<file path="src/inc/nidrb_consts.vh">
`ifndef NIDRB_CONSTS_VH
`define NIDRB_CONSTS_VH

// ------------------------------------------------------------
// Direct register addresses
// ------------------------------------------------------------
`define NIDRB_A_STATUS 3'h0
`define NIDRB_A_DIAG 3'h1
`define NIDRB_A_PTR_HI 3'h2
`define NIDRB_A_PTR_LO 3'h3
`define NIDRB_A_DATA 3'h4
`define NIDRB_A_SUBSEL 3'h5
`define NIDRB_A_CONFIG 3'h6
`define NIDRB_A_INDIRECT 3'h7

// ------------------------------------------------------------
// Indirect selections at address seven
// ------------------------------------------------------------
`define NIDRB_S_PROBE 3'h0
`define NIDRB_S_OWN 3'h1
`define NIDRB_S_SETUP1 3'h2
`define NIDRB_S_SUCC 3'h3
`define NIDRB_S_SECOND_SETUP_REGISTER 3'h4

// ------------------------------------------------------------
// Reset values
// ------------------------------------------------------------
`define NIDRB_RST_PROBE 8'h00
`define NIDRB_RST_OWN 8'h00
`define NIDRB_RST_SUCC 8'h00
`define NIDRB_RST_CONFIG 8'h18
`define NIDRB_RST_SETUP1 8'h00
`define NIDRB_RST_SECOND_SETUP_REGISTER 8'h00
`define NIDRB_RST_MASK 8'h00
`define NIDRB_RST_SUBSEL 8'h00
`define NIDRB_RST_PTR 8'h00

// ------------------------------------------------------------
// Field positions
// ------------------------------------------------------------
`define NIDRB_CFG_RESET 7
`define NIDRB_CFG_CHAIN 6
`define NIDRB_CFG_TRANSMIT_JOIN_ENABLE 5
`define NIDRB_CFG_ET1 4
`define NIDRB_CFG_ET2 3
`define NIDRB_CFG_BACKPLANE 2
`define NIDRB_PTR_RDDATA 7
`define NIDRB_PTR_AUTOINC 6
`define NIDRB_ST_RI 7
`define NIDRB_ST_POR 4
`define NIDRB_ST_RECON 2
`define NIDRB_ST_TMA 1
`define NIDRB_ST_TA 0
`define NIDRB_DG_MYRECON 7
`define NIDRB_DG_DUP 6
`define NIDRB_DG_RCVACT 5
`define NIDRB_DG_TOKEN 4
`define NIDRB_DG_EXCESS_NAK_FLAG 3
`define NIDRB_DG_PROBE 2
`define NIDRB_DG_NEWSUCC 1
`define NIDRB_IRQ_BITS 8'h8f

`endif

</file>
<file path="src/core/nidrb_register_bank.v">
// Operation
// - Probe register is 8-bit read/write, zero on hardware reset, kept on soft reset.
// - A seen node matching the probe register sets the probe-found diagnostic flag.
// - The own token successor is never reported as found by probing.
// - Core stays asleep while the own identifier is zero.
// - Nonzero own identifier wakes core; ring joining waits for transmit-join enable.
// - Own identifier register is 8-bit read/write, zero on hardware reset only.
// - Successor register is read-only, updated by the core on ring changes.
// - Successor update sets new-successor flag; reading the successor clears it.
// - Successor register clears on hardware or soft reset.
// - Main status is read-only and reads 1001_0001 after any reset.
// - Main status shows alternate bits while command chaining is enabled.
// - Extended timeout bits live in the configuration register, not status.
// - Diagnostic flags clear on read or reset, except excess-NAK and new-successor.
// - Excess-NAK clears only by power-flag-clear command or any reset.
// - Diagnostic register reads zero after any reset, bit zero reads zero.
// - Pointer high written first; writing the low byte loads the combined pointer.
// - Configuration is read/write, 18h on hardware reset, low bits select indirect.
// - Sub-address bits 2..0 select indirect register; bits 1..0 shared with config.
// - Sub-address bit two selects second setup; a config write clears it.
// - First setup holds rate scaler, slow arbitration, receive-all and pulse type.
// - First setup is 8-bit read/write, zero on hardware reset only.
// - Maskable flags are ANDed with mask bits and ORed onto one interrupt.
// - A low pointer write starts one RAM read into the data register only when pointer-high bit 7 is set.
`timescale 1ns/10ps
`include "nidrb_consts.vh"

module nidrb_register_bank
(
    input wire clk_in,
    input wire nrst_in,
    input wire cs_n_in,
    input wire rd_n_in,
    input wire wr_n_in,
    input wire [2:0] addr_in,
    input wire [7:0] data_in,
    output reg [7:0] data_out,
    output wire data_oe_out,
    input wire succ_update_in,
    input wire [7:0] succ_value_in,
    input wire node_seen_in,
    input wire [7:0] node_seen_id_in,
    input wire myrecon_event_in,
    input wire duplicate_node_flag_in,
    input wire rcvact_event_in,
    input wire token_event_in,
    input wire excess_nak_event_in,
    input wire recon_event_in,
    input wire clear_flags_in,
    input wire por_clear_flags_in,
    input wire ri_in,
    input wire ta_in,
    input wire tma_in,
    input wire [7:0] chain_status_in,
    input wire [7:0] ram_rdata_in,
    input wire ram_rvalid_in,
    output reg command_strobe_out,
    output reg [7:0] command_code_out,
    output reg [10:0] ram_addr_out,
    output reg ram_rd_out,
    output reg ram_wr_out,
    output reg [7:0] ram_wdata_out,
    output wire core_awake_out,
    output wire transmit_join_enable_out,
    output wire receiver_on_out,
    output wire soft_reset_out,
    output wire chain_enable_out,
    output wire [1:0] ext_timeout_out,
    output wire backplane_out,
    output wire [7:0] speed_setup_out,
    output wire [7:0] second_setup_out,
    output wire [7:0] test_setup_out,
    output wire interrupt_out
);

    // ------------------------------------------------------------
    // Reset and pin synchronisers
    // ------------------------------------------------------------
    reg rst_meta_r;
    reg rst_n_r;
    reg [12:0] pin_meta_r;
    reg [12:0] pin_r;
    reg [7:0] din_meta_r;
    reg [7:0] din_r;
    reg wr_act_d_r;
    reg rd_act_d_r;

    always @(posedge clk_in or negedge nrst_in)
    begin
        if (!nrst_in)
        begin
            rst_meta_r <= 1'b0;
            rst_n_r <= 1'b0;
        end
        else
        begin
            rst_meta_r <= 1'b1;
            rst_n_r <= rst_meta_r;
        end
    end

    wire wr_act = !pin_r[12] && !pin_r[10];
    wire rd_act = !pin_r[12] && !pin_r[11];

    // Address, data and strobes all come from a foreign bus, so every one of them
    // is double sampled; the host must hold address and data stable around strobes.
    always @(posedge clk_in or negedge rst_n_r)
    begin
        if (!rst_n_r)
        begin
            pin_meta_r <= 13'h1fff;
            pin_r <= 13'h1fff;
            din_meta_r <= 8'h00;
            din_r <= 8'h00;
            wr_act_d_r <= 1'b0;
            rd_act_d_r <= 1'b0;
        end
        else
        begin
            pin_meta_r <= {cs_n_in, rd_n_in, wr_n_in, addr_in, 7'h00};
            pin_r <= pin_meta_r;
            din_meta_r <= data_in;
            din_r <= din_meta_r;
            wr_act_d_r <= wr_act;
            rd_act_d_r <= rd_act;
        end
    end

    wire [2:0] addr_s = pin_r[9:7];
    wire wr_go = wr_act && !wr_act_d_r;
    wire rd_go = rd_act && !rd_act_d_r;

    assign data_oe_out = rd_act;

    // ------------------------------------------------------------
    // Register storage
    // ------------------------------------------------------------
    reg [7:0] probe_node_register_r;
    reg [7:0] own_node_number_r;
    reg [7:0] successor_node_number_r;
    reg [7:0] mode_configuration_r;
    reg [7:0] speed_setup_r;
    reg [7:0] second_setup_r;
    reg [7:0] test_setup_r;
    reg [7:0] interrupt_mask_r;
    reg [7:0] ram_pointer_high_r;
    reg [7:0] ram_pointer_low_r;
    reg [7:0] data_r;
    reg select_bit_two_r;
    reg [1:0] subsel_spare_r;
    reg por_r;
    reg recon_r;
    reg ri_r;
    reg ta_r;
    reg tma_r;
    reg [7:0] diag_r;

    wire soft_rst = mode_configuration_r[`NIDRB_CFG_RESET];
    wire [2:0] sel = {select_bit_two_r, mode_configuration_r[1:0]};
    wire wr_ind = wr_go && (addr_s == `NIDRB_A_INDIRECT);
    wire rd_ind = rd_go && (addr_s == `NIDRB_A_INDIRECT);
    wire rd_succ = rd_ind && (sel == `NIDRB_S_SUCC);
    wire rd_diag = rd_go && (addr_s == `NIDRB_A_DIAG);

    function wr_sel;
        input [2:0] code;
        begin
            wr_sel = wr_ind && (sel == code);
        end
    endfunction

    // ------------------------------------------------------------
    // Hardware-reset-only registers
    // ------------------------------------------------------------
    // Soft reset deliberately leaves identity, setup and configuration intact so
    // software can restart the core without reprogramming the node.
    always @(posedge clk_in or negedge rst_n_r)
    begin
        if (!rst_n_r)
        begin
            probe_node_register_r <= `NIDRB_RST_PROBE;
            own_node_number_r <= `NIDRB_RST_OWN;
            mode_configuration_r <= `NIDRB_RST_CONFIG;
            speed_setup_r <= `NIDRB_RST_SETUP1;
            second_setup_r <= `NIDRB_RST_SECOND_SETUP_REGISTER;
            test_setup_r <= 8'h00;
            interrupt_mask_r <= `NIDRB_RST_MASK;
            select_bit_two_r <= 1'b0;
            subsel_spare_r <= 2'h0;
            ram_pointer_high_r <= `NIDRB_RST_PTR;
            ram_pointer_low_r <= `NIDRB_RST_PTR;
        end
        else
        begin
            if (wr_sel(`NIDRB_S_PROBE))
                probe_node_register_r <= din_r;
            if (wr_sel(`NIDRB_S_OWN))
                own_node_number_r <= din_r;
            if (wr_sel(`NIDRB_S_SETUP1))
                speed_setup_r <= din_r;
            if (wr_sel(`NIDRB_S_SUCC))
                test_setup_r <= din_r;
            if (wr_sel(`NIDRB_S_SECOND_SETUP_REGISTER))
                second_setup_r <= din_r;
            if (wr_go && addr_s == `NIDRB_A_STATUS)
                interrupt_mask_r <= din_r & `NIDRB_IRQ_BITS;
            if (wr_go && addr_s == `NIDRB_A_CONFIG)
            begin
                mode_configuration_r <= din_r;
                select_bit_two_r <= 1'b0;
            end
            else if (wr_go && addr_s == `NIDRB_A_SUBSEL)
            begin
                mode_configuration_r[1:0] <= din_r[1:0];
                select_bit_two_r <= din_r[2];
                subsel_spare_r <= {din_r[7], din_r[3]};
            end
            if (wr_go && addr_s == `NIDRB_A_PTR_HI)
                ram_pointer_high_r <= din_r;
            if (wr_go && addr_s == `NIDRB_A_PTR_LO)
                ram_pointer_low_r <= din_r;
        end
    end

    // ------------------------------------------------------------
    // RAM pointer, data register and command
    // ------------------------------------------------------------
    wire data_acc = (wr_go || rd_go) && (addr_s == `NIDRB_A_DATA);
    wire ptr_lo_wr = wr_go && (addr_s == `NIDRB_A_PTR_LO);

    always @(posedge clk_in or negedge rst_n_r)
    begin
        if (!rst_n_r)
        begin
            ram_addr_out <= 11'h000;
            ram_rd_out <= 1'b0;
            ram_wr_out <= 1'b0;
            ram_wdata_out <= 8'h00;
            data_r <= 8'h00;
            command_strobe_out <= 1'b0;
            command_code_out <= 8'h00;
        end
        else
        begin
            ram_rd_out <= 1'b0;
            ram_wr_out <= 1'b0;
            command_strobe_out <= 1'b0;
            if (ptr_lo_wr)
            begin
                ram_addr_out <= {ram_pointer_high_r[2:0], din_r};
                ram_rd_out <= ram_pointer_high_r[`NIDRB_PTR_RDDATA];
            end
            else if (data_acc && ram_pointer_high_r[`NIDRB_PTR_AUTOINC])
            begin
                ram_addr_out <= ram_addr_out + 11'h001;
                ram_rd_out <= ram_pointer_high_r[`NIDRB_PTR_RDDATA];
            end
            if (wr_go && addr_s == `NIDRB_A_DATA)
            begin
                ram_wr_out <= 1'b1;
                ram_wdata_out <= din_r;
            end
            if (ram_rvalid_in)
                data_r <= ram_rdata_in;
            if (wr_go && addr_s == `NIDRB_A_DIAG)
            begin
                command_strobe_out <= 1'b1;
                command_code_out <= din_r;
            end
        end
    end

    // ------------------------------------------------------------
    // Registers reset by hardware or soft reset
    // ------------------------------------------------------------
    // Soft reset is a level held in the configuration register, so these bits
    // stay at their reset values for as long as software holds it.
    wire probe_hit = node_seen_in && (node_seen_id_in == probe_node_register_r)
        && (node_seen_id_in != successor_node_number_r);
    reg [7:0] diag_nxt;

    always @*
    begin
        diag_nxt = diag_r;
        if (rd_diag)
            diag_nxt = diag_r & 8'h0a;
        if (por_clear_flags_in)
            diag_nxt[`NIDRB_DG_EXCESS_NAK_FLAG] = 1'b0;
        if (rd_succ)
            diag_nxt[`NIDRB_DG_NEWSUCC] = 1'b0;
        // Events win over a clear in the same cycle so that none is lost.
        if (myrecon_event_in)
            diag_nxt[`NIDRB_DG_MYRECON] = 1'b1;
        if (duplicate_node_flag_in)
            diag_nxt[`NIDRB_DG_DUP] = 1'b1;
        if (rcvact_event_in)
            diag_nxt[`NIDRB_DG_RCVACT] = 1'b1;
        if (token_event_in)
            diag_nxt[`NIDRB_DG_TOKEN] = 1'b1;
        if (excess_nak_event_in)
            diag_nxt[`NIDRB_DG_EXCESS_NAK_FLAG] = 1'b1;
        if (probe_hit)
            diag_nxt[`NIDRB_DG_PROBE] = 1'b1;
        if (succ_update_in)
            diag_nxt[`NIDRB_DG_NEWSUCC] = 1'b1;
        diag_nxt[0] = 1'b0;
    end

    always @(posedge clk_in or negedge rst_n_r)
    begin
        if (!rst_n_r)
        begin
            successor_node_number_r <= `NIDRB_RST_SUCC;
            diag_r <= 8'h00;
            por_r <= 1'b1;
            recon_r <= 1'b0;
            ri_r <= 1'b1;
            ta_r <= 1'b1;
            tma_r <= 1'b0;
        end
        else if (soft_rst)
        begin
            successor_node_number_r <= `NIDRB_RST_SUCC;
            diag_r <= 8'h00;
            por_r <= 1'b1;
            recon_r <= 1'b0;
            ri_r <= 1'b1;
            ta_r <= 1'b1;
            tma_r <= 1'b0;
        end
        else
        begin
            if (succ_update_in)
                successor_node_number_r <= succ_value_in;
            diag_r <= diag_nxt;
            if (wr_sel(`NIDRB_S_OWN) && din_r == 8'h00)
                por_r <= 1'b1;
            else if (clear_flags_in)
                por_r <= 1'b0;
            if (recon_event_in)
                recon_r <= 1'b1;
            else if (clear_flags_in)
                recon_r <= 1'b0;
            ri_r <= ri_in;
            ta_r <= ta_in;
            tma_r <= tma_in;
        end
    end

    // ------------------------------------------------------------
    // Read path
    // ------------------------------------------------------------
    // Bits 6 and 5 carry nothing; extended timeout is only in configuration.
    wire [7:0] main_status = {ri_r, 2'b00, por_r, 1'b0, recon_r, tma_r, ta_r};
    reg [7:0] rd_nxt;

    always @*
    begin
        rd_nxt = 8'h00;
        case (addr_s)
            `NIDRB_A_STATUS:
                rd_nxt = mode_configuration_r[`NIDRB_CFG_CHAIN] ?
                    chain_status_in : main_status;
            `NIDRB_A_DIAG: rd_nxt = diag_r;
            `NIDRB_A_PTR_HI: rd_nxt = ram_pointer_high_r;
            `NIDRB_A_PTR_LO: rd_nxt = ram_pointer_low_r;
            `NIDRB_A_DATA: rd_nxt = data_r;
            `NIDRB_A_SUBSEL: rd_nxt = {subsel_spare_r[1], 3'b000, subsel_spare_r[0], sel};
            `NIDRB_A_CONFIG: rd_nxt = mode_configuration_r;
            default:
            begin
                case (sel)
                    `NIDRB_S_PROBE: rd_nxt = probe_node_register_r;
                    `NIDRB_S_OWN: rd_nxt = own_node_number_r;
                    `NIDRB_S_SETUP1: rd_nxt = speed_setup_r;
                    `NIDRB_S_SUCC: rd_nxt = successor_node_number_r;
                    `NIDRB_S_SECOND_SETUP_REGISTER: rd_nxt = second_setup_r;
                    default: rd_nxt = 8'h00;
                endcase
            end
        endcase
    end

    always @(posedge clk_in or negedge rst_n_r)
    begin
        if (!rst_n_r)
            data_out <= 8'h00;
        else if (rd_go)
            data_out <= rd_nxt;
    end

    // ------------------------------------------------------------
    // Core control and interrupt
    // ------------------------------------------------------------
    assign core_awake_out = (own_node_number_r != 8'h00);
    assign transmit_join_enable_out = core_awake_out
        && mode_configuration_r[`NIDRB_CFG_TRANSMIT_JOIN_ENABLE];
    assign receiver_on_out = core_awake_out;
    assign soft_reset_out = soft_rst;
    assign chain_enable_out = mode_configuration_r[`NIDRB_CFG_CHAIN];
    assign ext_timeout_out = {mode_configuration_r[`NIDRB_CFG_ET1],
        mode_configuration_r[`NIDRB_CFG_ET2]};
    assign backplane_out = mode_configuration_r[`NIDRB_CFG_BACKPLANE];
    assign speed_setup_out = speed_setup_r;
    assign second_setup_out = second_setup_r;
    assign test_setup_out = test_setup_r;
    assign interrupt_out = |(interrupt_mask_r & {ri_r, 3'b000,
        diag_r[`NIDRB_DG_EXCESS_NAK_FLAG], recon_r, diag_r[`NIDRB_DG_NEWSUCC], ta_r});

endmodule

</file>
<file path="config.mk">
export PLATFORM = sky130hd
export DESIGN_NAME = nidrb_register_bank
export DESIGN_NICKNAME = d
export VERILOG_FILES = /design/src/core/nidrb_register_bank.v
export VERILOG_INCLUDE_DIRS = /design/src /design/src/inc
export SDC_FILE = /design/constraint.sdc
export NUM_CORES = 1
export LEC_CHECK = 0
export ABC_AREA = 1
export BUFFER_PORTS_ARGS = -buffer_cell sky130_fd_sc_hd__buf_2
export CORE_MARGIN = 2
export CORE_UTILIZATION = 50
export CTS_CLUSTER_SIZE = 10
export DETAILED_ROUTE_END_ITERATION = 8
export MAX_ROUTING_LAYER = met4
export PLACE_DENSITY = 0.84
export SLEW_MARGIN = 20
export SYNTH_ARGS = -nofsm -noshare
export SYNTH_HDL_FRONTEND = slang
export SYNTH_SLANG_ARGS = --single-unit
</file>
<file path="constraint.sdc">
create_clock -name clk_in -period 10.4 [get_ports clk_in]
set_input_delay 2.08 -clock clk_in [delete_from_list [all_inputs] [get_ports clk_in]]
set_output_delay 2.08 -clock clk_in [all_outputs]
set_load 0.005 [all_outputs]
</file>
Word-level counts from Yosys, hierarchy flattened
Cells that the tools add are included.
{ "classes": {"addsub": 1, "n_eq_ne": 13, "mux": 34, "bitwise_logic": 2, "n_reduce_logical": 50} }
{ "op_table": {"columns": ["cell", "n"], "rows": [
  ["8-bit one-hot mux with 7 select lines", 1],
  ["8-bit two-way mux", 5],
  ["8-bit one-hot mux with 5 select lines", 1],
  ["3-bit nonzero test", 9],
  ["1-bit logical AND", 26],
  ["1-bit two-way mux", 23],
  ["11-bit two-way mux", 2],
  ["3-bit equality test, second input constant", 5],
  ["3-bit by 2-bit equality test with 1-bit output, second input constant", 4],
  ["11-bit by 1-bit adder with 11-bit output, second input constant", 1],
  ["8-bit AND", 1],
  ["8-bit equality test", 1],
  ["8-bit zero test", 1],
  ["8-bit != test", 1],
  ["8-bit nonzero test", 1],
  ["8-bit OR reduction", 1],
  ["3-bit by 1-bit equality test with 1-bit output, second input constant", 2],
  ["3-bit zero test", 2],
  ["2-bit nonzero test", 3],
  ["1-bit zero test", 5],
  ["2-bit two-way mux", 2],
  ["2-bit AND reduction", 1],
  ["1-bit logical OR", 1],
  ["1-bit inverter", 1]
]} }
{ "totals": {"ff_bits": 185, "input_bits": 62} }

Logic depth before layout (Yosys ltp)
{ "depth": {"ltp_word": 8, "ltp_mapped": 11, "mapped_depth_nobuf": 11} }

Worst setup path before layout
OpenSTA, ideal clock, no wires.
{ "synth_path": {"kind": "register to output", "from": "register own_node_number_r[5]", "to": "output port receiver_on_out", "t_arrival_ps": 959, "t_required_ps": 8320, "setup_slack_ps": 7361, "stages_incl_launch_ff": 4, "n_path_buf": 1, "path_cell_list": "dfrtp_1 -> nor4_1 -> nand2_1 -> buf_4"} }
{ "synth_between": {"elab_chain_len": 1} }
{ "synth_lines": {"columns": ["item", "line_no", "source"], "rows": [
  ["start: declaration", "nidrb_register_bank.v:139", "reg [7:0] own_node_number_r;"],
  ["start signal: assignment", "nidrb_register_bank.v:182", "own_node_number_r <= `NIDRB_RST_OWN;"],
  ["start signal: assignment", "nidrb_register_bank.v:198", "own_node_number_r <= din_r;"],
  ["8-bit nonzero test", "nidrb_register_bank.v:395", "assign core_awake_out = (own_node_number_r != 8'h00);"],
  ["end: declaration", "nidrb_register_bank.v:65", "output wire receiver_on_out,"]
]} }
Every way passes these cells.

Worst setup path after layout
{ "layout_path": {"from": "register own_node_number_r[5]", "to": "output port transmit_join_enable_out"} }
{ "layout_between": {"elab_chain_len": 2} }
{ "layout_lines": {"columns": ["item", "line_no", "source"], "rows": [
  ["8-bit nonzero test", "nidrb_register_bank.v:395", null],
  ["1-bit logical AND", "nidrb_register_bank.v:396", "assign transmit_join_enable_out = core_awake_out"],
  ["end: declaration", "nidrb_register_bank.v:64", "output wire transmit_join_enable_out,"]
]} }
Every way passes these cells.

==> reports/qor.txt <==
setup repair bufs after CTS -> 0
worst hold path type -> flip-flop to async pin
1st-pass router iterations -> 6
max FFs per register -> 11
total core area -> 15000 um^2
Peak VDD IR -> 0.000123 V
Largest Register -> ram_addr_out
Clk pwr share -> 0.348
Lkg Pwr -> 4.53 nW
worst reg2reg path endpoint -> diag_r[1]
CP Capture Type -> output port
dpl hpwl -> 14000 um
kind of critical path -> flip-flop to output port
worst reg-to-reg path cell count -> 2
Die Width -> 128 um
CP Data Arrival Time -> 1.52 ns
fraction of layout cells with a size suffix above 1 -> 0.248
synth warn -> 0
sw frac -> 0.300
Initial Util -> 0.507
drt drc -> 0
Setup WS pre-CTS -> 7.26 ns
register area share after synthesis -> 0.561
DRT iter0 DRCs -> 637
largest net degree at the start of global routing -> 72
reg2reg start -> rst_n_r
via count -> 6430
Ant. Diodes -> 0
cells after synthesis -> 844
IO Count -> 134
vias in the first global route -> 6061
reg2reg setup slack -> 8.13 ns
power density over the cells -> 204 nW/um^2
hold_buf cts -> 0
total grt overflow -> 0
Int Power -> 1.27 mW
synthesis-stage register bit count -> 170
CP Launch Type -> flip-flop
total track usage -> 0.261
CTS Root Cell -> clkbuf_16
CP peak stage delay -> 0.40 ns
Slew Viols, Final -> 0
Antenna Nets Post-Route -> 0
Core Rows -> 45
Worst Skew -> 0.0139 ns
fillcell total -> 1278
Die ar. -> 16300 um^2
antenna violations before repair -> 0
commonest non-fill, non-tap cell in the layout -> nand2_1
CTS tree -> yes
DR WL/cell -> 17.0 um
port bufs -> 133
power share of the combinational group -> 0.171
clk slew on worst S/H paths -> 0.06 ns
post-route worst setup slack -> 6.80 ns
Post-Syn Area per Cell -> 9.04 um^2
Rel. slew slack -> 0.437
CTS Buffer Depth -> 2
total chip power -> 1.81 mW
clock latency at the later pin of the worst-skew pair -> 0.43 ns
CTS Buf Count -> 17
most frequent cells in the layout -> 237 x nand2_1, 152 x dfrtp_1, 133 x buf_2
number of setup violations in the final report -> 0
final WL -> 19800 um
max cap viols -> 0
Mapped Area -> 7630 um^2
H-tree Lvls -> 4
Worst Path Required -> 8.32 ns
die height -> 128 um
Yosys cell types -> 40
crit path max fanout -> 3
routed vias/inst -> 5.51
unrepaired setup endpoints after global routing -> false
Seq pwr share -> 0.481
Area Overhead vs Synth -> 16.7%
NetSw -> 544 uW
final setup TNS -> 0 ns
status -> finished clean
fin crit share -> 0.347
first-pass GRT wire length -> 32000 um
worst-margin pin slew -> 0.844 ns
fmax -> 277 MHz
nets -> 1029
clock sinks -> 170
final hold vios -> 0
hold slack -> 0.275 ns
final critical-path required period -> 3.60 ns
Resize count post-CTS -> 0
Critical Path, Cell by Cell -> nor4_1, a21boi_0, buf_2
slowest cell on the critical path -> dfrtp_1
syn nets -> 907
gpl congestion -> 0.979
## metrics by stage
stage,instance area [um^2],util,cells
5_1_grt,8900,0.592,1166
6_report,8900,0.592,1166
2_1_floorplan,7630,-,844
4_1_cts,8900,0.592,1166
3_3_place_gp,8310,0.553,1135
3_5_place_dp,8310,0.553,1135
## metal layers
metal  track usage  up-vias  wire length, um
met1         0.362     3046             8560
met5             -        -                0
li1              -     3020                -
met3        0.0528       40             1830
met4        0.0924        0              410
met2         0.385      324             9040
## worst max path at each step
stage | start | cells past startpoint | slack [ns] | end
5_1_grt | own_node_number_r[4] | 3 | 6.74 | transmit_join_enable_out
4_1_cts | own_node_number_r[5] | 3 | 6.80 | transmit_join_enable_out
3_3_place_gp | own_node_number_r[5] | 3 | 7.26 | transmit_join_enable_out
3_5_place_dp | own_node_number_r[5] | 3 | 7.26 | transmit_join_enable_out
6_report | own_node_number_r[5] | 3 | 6.80 | transmit_join_enable_out
2_1_floorplan | rst_n_r | 0 | 5.34 | command_code_out[0]
## worst max-delay path, delay by kind of cell, from the launching register on
kind                   cells  cell delay, ns
buffers and inverters      1            0.16
DFF                        1            0.40
and+or+nand+nor            1            0.39
AOI/OAI and AO/OA          1            0.15
## power by group through the flow
stage	clock (mW)	combinational (mW)	sequential, mW
2_1_floorplan	0	0.205	0.852
3_3_place_gp	0	0.302	0.875
3_5_place_dp	0	0.310	0.878
4_1_cts	0.638	0.312	0.869
5_1_grt	0.670	0.353	0.885
6_report	0.632	0.310	0.873
## final cells by class
class                      count  area, um^2  area share
clock buffer                  22         474      0.0533
clock inverter                 9         114      0.0128
inverter                      72         270      0.0304
multi-input combinational    570        2850       0.320
sequential                   170        4280       0.481
tap                          188         235      0.0264
timing repair buffer         135         681      0.0765
## cells by family (layout without fill, tap and decap cells)
| group | Yosys count | after routing | synth area share |
|---|---|---|---|
| simple gates | 420 | 420 | 0.251 |
| flops | 170 | 170 | 0.561 |
| compound gates | 131 | 131 | 0.0986 |
| buf+inv | 104 | 238 | 0.0659 |
| xor+xnor | 11 | 11 | 0.0126 |
| mux | 6 | 6 | 0.00886 |
| fa+ha+maj | 1 | 1 | 0.00164 |
| other cells | 1 | 1 | 0.000492 |
## synth_stat cells (all sizes together)
library cell / count / area [um^2]
nor2: 65 / 292
ha: 1 / 12.5
xor2: 2 / 17.5
or2: 3 / 18.8
dfrtp: 153 / 3830
nor4: 2 / 12.5
o22ai: 1 / 6.26
nand4: 37 / 231
clkbuf: 10 / 37.5
nand3: 55 / 303
conb: 1 / 3.75
xnor2: 9 / 78.8
mux2: 6 / 67.6
a21oi: 15 / 75.1
nor3: 7 / 56.3
dfstp: 17 / 447
inv: 71 / 267
nand3b: 1 / 7.51
o21ai: 103 / 579
a221oi: 1 / 8.76
o211ai: 8 / 60.1
nand2: 250 / 996
o31ai: 1 / 7.51
buf: 22 / 195
a21boi: 2 / 15.0
clkinv: 1 / 3.75
Note: power is estimated with default switching activity, not from simulation.
